`config.mk`:
```
export PLATFORM = sky130hd
export DESIGN_NAME = adc_conversion_control
export DESIGN_NICKNAME = d
export VERILOG_FILES = /design/src/rtl/adc_ctl_pkg.sv /design/src/rtl/adc_clk_prescaler.sv /design/src/rtl/adc_conversion_control.sv
export VERILOG_INCLUDE_DIRS = /design/src /design/src/rtl
export SDC_FILE = /design/constraint.sdc
export NUM_CORES = 1
export LEC_CHECK = 0
export BUFFER_PORTS_ARGS = -buffer_cell sky130_fd_sc_hd__buf_2
export CAP_MARGIN = 20
export CELL_PAD_IN_SITES_DETAIL_PLACEMENT = 0
export CELL_PAD_IN_SITES_GLOBAL_PLACEMENT = 1
export CORE_MARGIN = 10
export CORE_UTILIZATION = 40
export DETAILED_ROUTE_END_ITERATION = 6
export PLACE_DENSITY_LB_ADDON = 0.1
export SYNTH_ARGS = -nofsm -noshare
export SYNTH_HDL_FRONTEND = slang
export SYNTH_HIERARCHICAL = 1
export SYNTH_SLANG_ARGS = --single-unit
```
`constraint.sdc`:
```
create_clock -name sys_clk -period 6.46 [get_ports sys_clk]
set_input_delay 0.323 -clock sys_clk [delete_from_list [all_inputs] [get_ports sys_clk]]
set_output_delay 0.323 -clock sys_clk [all_outputs]
set_load 0.02 [all_outputs]
```
`src/rtl/adc_ctl_regs.svh`:
```
`ifndef ADC_CTL_REGS_SVH
`define ADC_CTL_REGS_SVH

// Register byte addresses.
`define ADC_OFF_CONTROL     12'h000
`define ADC_OFF_RESULT_HIGH 12'h004
`define ADC_OFF_RESULT_LOW  12'h008
// Control fields.
`define ADC_BIT_BUSY  0
`define ADC_BIT_DIV   1
`define ADC_BIT_ROUTE 2
`define ADC_BIT_DIFF  3
`define ADC_CHAN_LSB  4
`define ADC_CONTROL_RESET 8'h00
// Timing: sample and result lengths in converter clock ticks, slow divider in system clock cycles.
`define ADC_SAMPLE_TICKS 4'h3
`define ADC_RESULT_BITS  4'hA
`define ADC_SLOW_DIV     5'h10
// Channel codes.
`define ADC_CH_TEMP      4'h7
`define ADC_CH_ROUTE_OUT 4'hE
`define ADC_CH_CONV_IN   4'hF
`endif

```
`src/rtl/adc_ctl_pkg.sv`:
```
package adc_ctl_pkg;
	typedef enum logic [3:0] {
		ST_IDLE   = 4'b0001,
		ST_SAMPLE = 4'b0010,
		ST_CONV   = 4'b0100,
		ST_DONE   = 4'b1000
	} conv_state_e;
endpackage

```
`src/rtl/adc_clk_prescaler.sv`:
```
`include "adc_ctl_regs.svh"
module adc_clk_prescaler (
	// Clock and reset.
	input  wire logic sys_clk,
	input  wire logic sys_rst,
	// Control.
	input  wire logic run,
	input  wire logic divSel,
	// Converter tick.
	output logic      convTick
);
	logic [4:0] divCount;

	// Counter is held cleared while idle so the converter clock is truly stopped.
	always_ff @(posedge sys_clk) begin
		if (sys_rst || !run) begin
			divCount <= 5'h0_0;
		end else if (divCount == `ADC_SLOW_DIV - 5'h0_1) begin
			divCount <= 5'h0_0;
		end else begin
			divCount <= divCount + 5'h0_1;
		end
	end

	// Divide by one ticks every cycle; divide by sixteen once per wrap.
	assign convTick = run && (!divSel || divCount == `ADC_SLOW_DIV - 5'h0_1);
endmodule

```
`src/rtl/adc_conversion_control.sv`:
```
// Register access over AHB-Lite and the address map were left to the implementer.
`include "adc_ctl_regs.svh"
module adc_conversion_control (
	// Clock and reset.
	input  wire logic        sys_clk,
	input  wire logic        sys_rst,
	// AHB-Lite slave.
	input  wire logic        hsel,
	input  wire logic [11:0] haddr,
	input  wire logic [1:0]  htrans,
	input  wire logic        hwrite,
	input  wire logic [2:0]  hsize,
	input  wire logic [31:0] hwdata,
	input  wire logic        hready,
	output logic      [31:0] hrdata,
	output logic             hreadyout,
	output logic             hresp,
	// Analog front end controls.
	output logic      [15:0] chanEnable,
	output logic             routeOutEnable,
	output logic             convInputEnable,
	output logic             convInputFromPin,
	output logic             diffMode,
	output logic             convClockOn,
	output logic             sampleHold,
	output logic             trialBit,
	input  wire logic        compareHigh,
	input  wire logic        ampEnabled
);
	// ****************************************
	// Bus address phase capture
	// ****************************************
	logic        wrPending;
	logic        rdPending;
	logic [11:0] addrHold;
	logic [7:0]  conv_control_reg;
	logic [7:0]  result_high_byte;
	logic [1:0]  result_low_bits;
	logic [9:0]  sarValue;
	logic [3:0]  stepCount;
	logic        convDone;
	logic        convTick;
	adc_ctl_pkg::conv_state_e state;

	wire addrTaken = hsel && hready && htrans[1];

	// Zero-wait slave: every transfer completes in its first data-phase cycle.
	always_ff @(posedge sys_clk) begin
		if (sys_rst) begin
			wrPending <= 1'b0;
			rdPending <= 1'b0;
			addrHold  <= 12'h000;
		end else begin
			wrPending <= addrTaken && hwrite;
			rdPending <= addrTaken && !hwrite;
			if (addrTaken) begin
				addrHold <= haddr;
			end
		end
	end

	assign hreadyout = 1'b1;
	assign hresp     = 1'b0;

	wire ctlWrite  = wrPending && addrHold == `ADC_OFF_CONTROL;
	wire highWrite = wrPending && addrHold == `ADC_OFF_RESULT_HIGH;
	wire lowWrite  = wrPending && addrHold == `ADC_OFF_RESULT_LOW;

	// Read mux is registered off the address phase; unmapped reads return zero.
	always_ff @(posedge sys_clk) begin
		if (sys_rst) begin
			hrdata <= 32'h0000_0000;
		end else if (addrTaken && !hwrite) begin
			case (haddr)
				`ADC_OFF_CONTROL:     hrdata <= {24'h00_0000, next_control()};
				`ADC_OFF_RESULT_HIGH: hrdata <= {24'h00_0000, result_high_byte};
				`ADC_OFF_RESULT_LOW:  hrdata <= {24'h00_0000, result_low_bits, 6'h00};
				default:              hrdata <= 32'h0000_0000;
			endcase
		end
	end

	// Current control view including a completion landing this cycle.
	function automatic logic [7:0] next_control();
		next_control = conv_control_reg;
		if (convDone) begin
			next_control[`ADC_BIT_BUSY] = 1'b0;
		end
	endfunction

	// ****************************************
	// Control register
	// ****************************************
	wire busy    = conv_control_reg[`ADC_BIT_BUSY];
	wire route   = conv_control_reg[`ADC_BIT_ROUTE];
	wire [3:0] channel = conv_control_reg[`ADC_CHAN_LSB +: 4];

	// Software write wins over completion so a zero-then-one restart is never lost.
	always_ff @(posedge sys_clk) begin
		if (sys_rst) begin
			conv_control_reg <= `ADC_CONTROL_RESET;
		end else if (ctlWrite) begin
			conv_control_reg <= hwdata[7:0];
		end else if (convDone) begin
			conv_control_reg[`ADC_BIT_BUSY] <= 1'b0;
		end
	end

	// A write with busy low, or any control write, restarts the sequencer.
	wire abort = ctlWrite;

	// ****************************************
	// Converter clock and sequencer
	// ****************************************
	adc_clk_prescaler u_prescaler (
		.sys_clk  (sys_clk),
		.sys_rst  (sys_rst),
		.run      (busy && !abort),
		.divSel   (conv_control_reg[`ADC_BIT_DIV]),
		.convTick (convTick)
	);

	assign convClockOn = busy;
	assign diffMode    = conv_control_reg[`ADC_BIT_DIFF];

	// Sample for three ticks, then ten trial bits MSB first.
	always_ff @(posedge sys_clk) begin
		if (sys_rst) begin
			state     <= adc_ctl_pkg::ST_IDLE;
			stepCount <= 4'h0;
			sarValue  <= 10'h000;
		end else if (abort || !busy) begin
			state     <= adc_ctl_pkg::ST_IDLE;
			stepCount <= 4'h0;
			sarValue  <= 10'h000;
		end else if (convTick) begin
			case (state)
				adc_ctl_pkg::ST_IDLE: begin
					state     <= adc_ctl_pkg::ST_SAMPLE;
					stepCount <= 4'h1;
				end
				adc_ctl_pkg::ST_SAMPLE: begin
					if (stepCount == `ADC_SAMPLE_TICKS) begin
						state     <= adc_ctl_pkg::ST_CONV;
						stepCount <= 4'h0;
						sarValue  <= 10'h200;
					end else begin
						stepCount <= stepCount + 4'h1;
					end
				end
				adc_ctl_pkg::ST_CONV: begin
					if (!compareHigh) begin
						sarValue[4'h9 - stepCount] <= 1'b0;
					end
					if (stepCount == `ADC_RESULT_BITS - 4'h1) begin
						state <= adc_ctl_pkg::ST_DONE;
					end else begin
						sarValue[4'h8 - stepCount] <= 1'b1;
						stepCount <= stepCount + 4'h1;
					end
				end
				adc_ctl_pkg::ST_DONE: begin
					state <= adc_ctl_pkg::ST_IDLE;
				end
				default: begin
					state <= adc_ctl_pkg::ST_IDLE;
				end
			endcase
		end
	end

	assign convDone   = state == adc_ctl_pkg::ST_DONE && busy && !abort;
	assign sampleHold = state == adc_ctl_pkg::ST_SAMPLE;
	assign trialBit   = state == adc_ctl_pkg::ST_CONV;

	// ****************************************
	// Result registers
	// ****************************************
	// No reset: contents are undefined until written by software or a conversion.
	always_ff @(posedge sys_clk) begin
		if (convDone) begin
			result_high_byte <= sarValue[9:2];
			result_low_bits  <= sarValue[1:0];
		end else begin
			if (highWrite) begin
				result_high_byte <= hwdata[7:0];
			end
			if (lowWrite) begin
				result_low_bits <= hwdata[7:6];
			end
		end
	end

	// ****************************************
	// Analog path gating
	// ****************************************
	// Routing holds the path open while idle, since external delay exceeds the sample window.
	wire pathOpen = busy || route || ampEnabled;

	always_comb begin
		chanEnable = 16'h0000;
		if (pathOpen && !(route && channel == `ADC_CH_TEMP)) begin
			chanEnable[channel] = 1'b1;
		end
	end

	assign routeOutEnable   = route;
	assign convInputFromPin = route;
	assign convInputEnable  = pathOpen;
endmodule

```
==> impl_metrics.toml <==
[yosys]
synth_edf_count = 10
ys.flop_type = "dfxtp_1"
synthCells = 386
netlist.top_cell.by_area = "dfxtp_1"
ys_seq_elements = 62
synth_area_leaders = "dfxtp_1, edfxtp_1, buf_4"
ys_types = 64
async_flop_share = 0
synth_top_area_frac = 0.301
yosys_warnings = 6
synth_area_um2 = 3460
syn_area_per_cell_um2 = 8.97
ys_seq_area_frac = 0.387

[worst_setup_path]
crit_arrival_ps = 3200
crit_type = "reg2reg"
end_kind = "flip-flop"
cp-start-kind = "flip-flop"
crit_required_ps = 6730
critPathMaxFanout = 14

[placed_design]
hpwl_um = 6530
portBuffers = 58
gp_congestion = 0.792

[timing]
post-route-period-util = 0.453
finalCriticalPeriod_ps = 2930
max_slew_margin = 0.392
worst_slew_pin_slew_ps = 906
rsz0062_at_grt = "false"
setup_violations = 0
slew_viol_final = 0
hold_viol_final = 0
skew_ps = 9.71
setup_tns_ps = 0
fmax_mhz = 342

[floorplan]
ios = 113
initial_core_util = 0.415
die_x_um = 113
dieArea_um2 = 12800
design.core.area_um2 = 8340
placementRows = 33
die_height_um = 113

[final_layout]
reg_top3 = "addrHold x12, sarValue x10"
drive_gt1_frac = 0.243
n_antenna_cell = 0
final_common_cell = "buf_2"
area_delta_synth_final_pct = 12.8
largest_reg_flops = 12
fill_cells = 860
layout_common_cells = "buf_2, dfxtp_1, nand2_1"
nNetsFinal = 499
regMostFlops = "addrHold"

[job]
drv_cap = 0

[global_route]
grt_max_degree = 32
antenna_found_initial = 0
grt_usage = 0.134
overflow = 0
grt_pass1_wl_um = 14100
grt_pass1_vias = 2775

[clock_network]
numCtsBuffers = 9
ctsHoldBuffers = 0
clockBufferDepth = 2
clk_pin_slew_ps = 70
cts_root_buf = "clkbuf_8"
cts_tree = "built"
cts_resized = 0
cts_num_sinks = 62
postCtsSetupBuffers = 0
cts_max_level = 3
worstSkewPairLatency_ps = 340

[power]
total_power_mw = 0.821
vdd_drop_max_v = 0.0000872
p_leak_nw = 1.49
pwr_density_cell_nw_per_um2 = 210

[routing]
vias = 2778
remaining_drc_errors = 0
wl_per_cell_um = 15.8
routed_via_density = 5.13
final_antenna_net_count = 0
drt_iter0_drc = 120
drt_wl_total_um = 8550
first_pass_iters = 4

[min_path]
hold_path.class = "in2reg"

[outcome]
status = "finished, final reports clean"
-- worst max-delay path, stage by stage, from the launching register on --
cell      delay [ps]
dfxtp_1          320
nor4b_1          150
and4b_1          440
nor2_1           260
a21boi_0         220
buf_4            210
nand2b_1         160
or4_4            580
a221o_1          380
a21oi_2          130
-- metal layers --
layer  vias to the layer above  part of all wire  track usage
met5                         -                 0            0
met4                         0            0.0067       0.0364
met3                         4             0.057       0.0518
met2                        60              0.48        0.214
met1                      1292              0.46        0.164
li1                       1422                 -            -
-- kinds of logic after synthesis --
kind of cell / count (synthesis) / synth area share
AOI/OAI and AO/OA: 69 / 0.134
xor gates and xnor gates: 7 / 0.0177
adders and majority gates: 11 / 0.0397
buffers and inverters: 63 / 0.102
DFF: 62 / 0.387
muxes: 25 / 0.0780
other: 2 / 0.00217
and+or+nand+nor: 147 / 0.239
-- worst paths after layout --
kind	from	endpoint	slack [ps]	cells after the start
hold / removal	haddr[6]	addrHold[6]	220	3
hold reg to reg	u_prescaler/divCount[0]	u_prescaler/divCount[0]	450	1
setup / recovery	wrPending	stepCount[1]	3530	9
setup reg to reg	wrPending	stepCount[1]	3530	9
-- cell type report --
class	instances	area, µm²	area share
Multi-Input combinational cell	285	1860	0.476
Sequential cell	62	1340	0.343
Timing Repair Buffer	59	298	0.0762
Clock buffer	13	180	0.0461
Tap cell	105	131	0.0336
Inverter	15	56.3	0.0144
Clock inverter	3	40.0	0.0102
-- report_power, final --
group / internal, mW / switching [mW] / leakage (nW)
Combinational: 0.0172 / 0.0377 / 0.861
Clock: 0.222 / 0.147 / 0.115
Sequential: 0.395 / 0.00238 / 0.510
Total: 0.634 / 0.187 / 1.49
-- per-stage QoR --
stage	hold slack, ps	cells	utilization	setup slack (ps)	cell area, µm²
2_1_floorplan	418	410	-	3830	3550
3_3_place_gp	433	526	0.442	3590	3690
3_5_place_dp	440	526	0.442	3560	3690
4_1_cts	204	542	0.468	3520	3910
5_1_grt	222	542	0.468	3300	3910
6_report	224	542	0.468	3530	3910
-- Yosys cell counts (all sizes together), types with 3 or more instances --
cell type   n
o31ai       3
or3b        4
edfxtp     10
or3         4
nor2b       3
and3        3
nand2      35
dfxtp      52
mux2i       9
mux2       16
o21ai       3
nand4      10
nand3      13
a21oi      32
nor2       33
nor3        6
or4         6
nand2b      8
clkbuf     11
a22o        5
ha         11
buf        37
xnor2       5
inv        15
nor4        5
nor4b       3
o211ai      8
(Power assumes the default switching activity.)
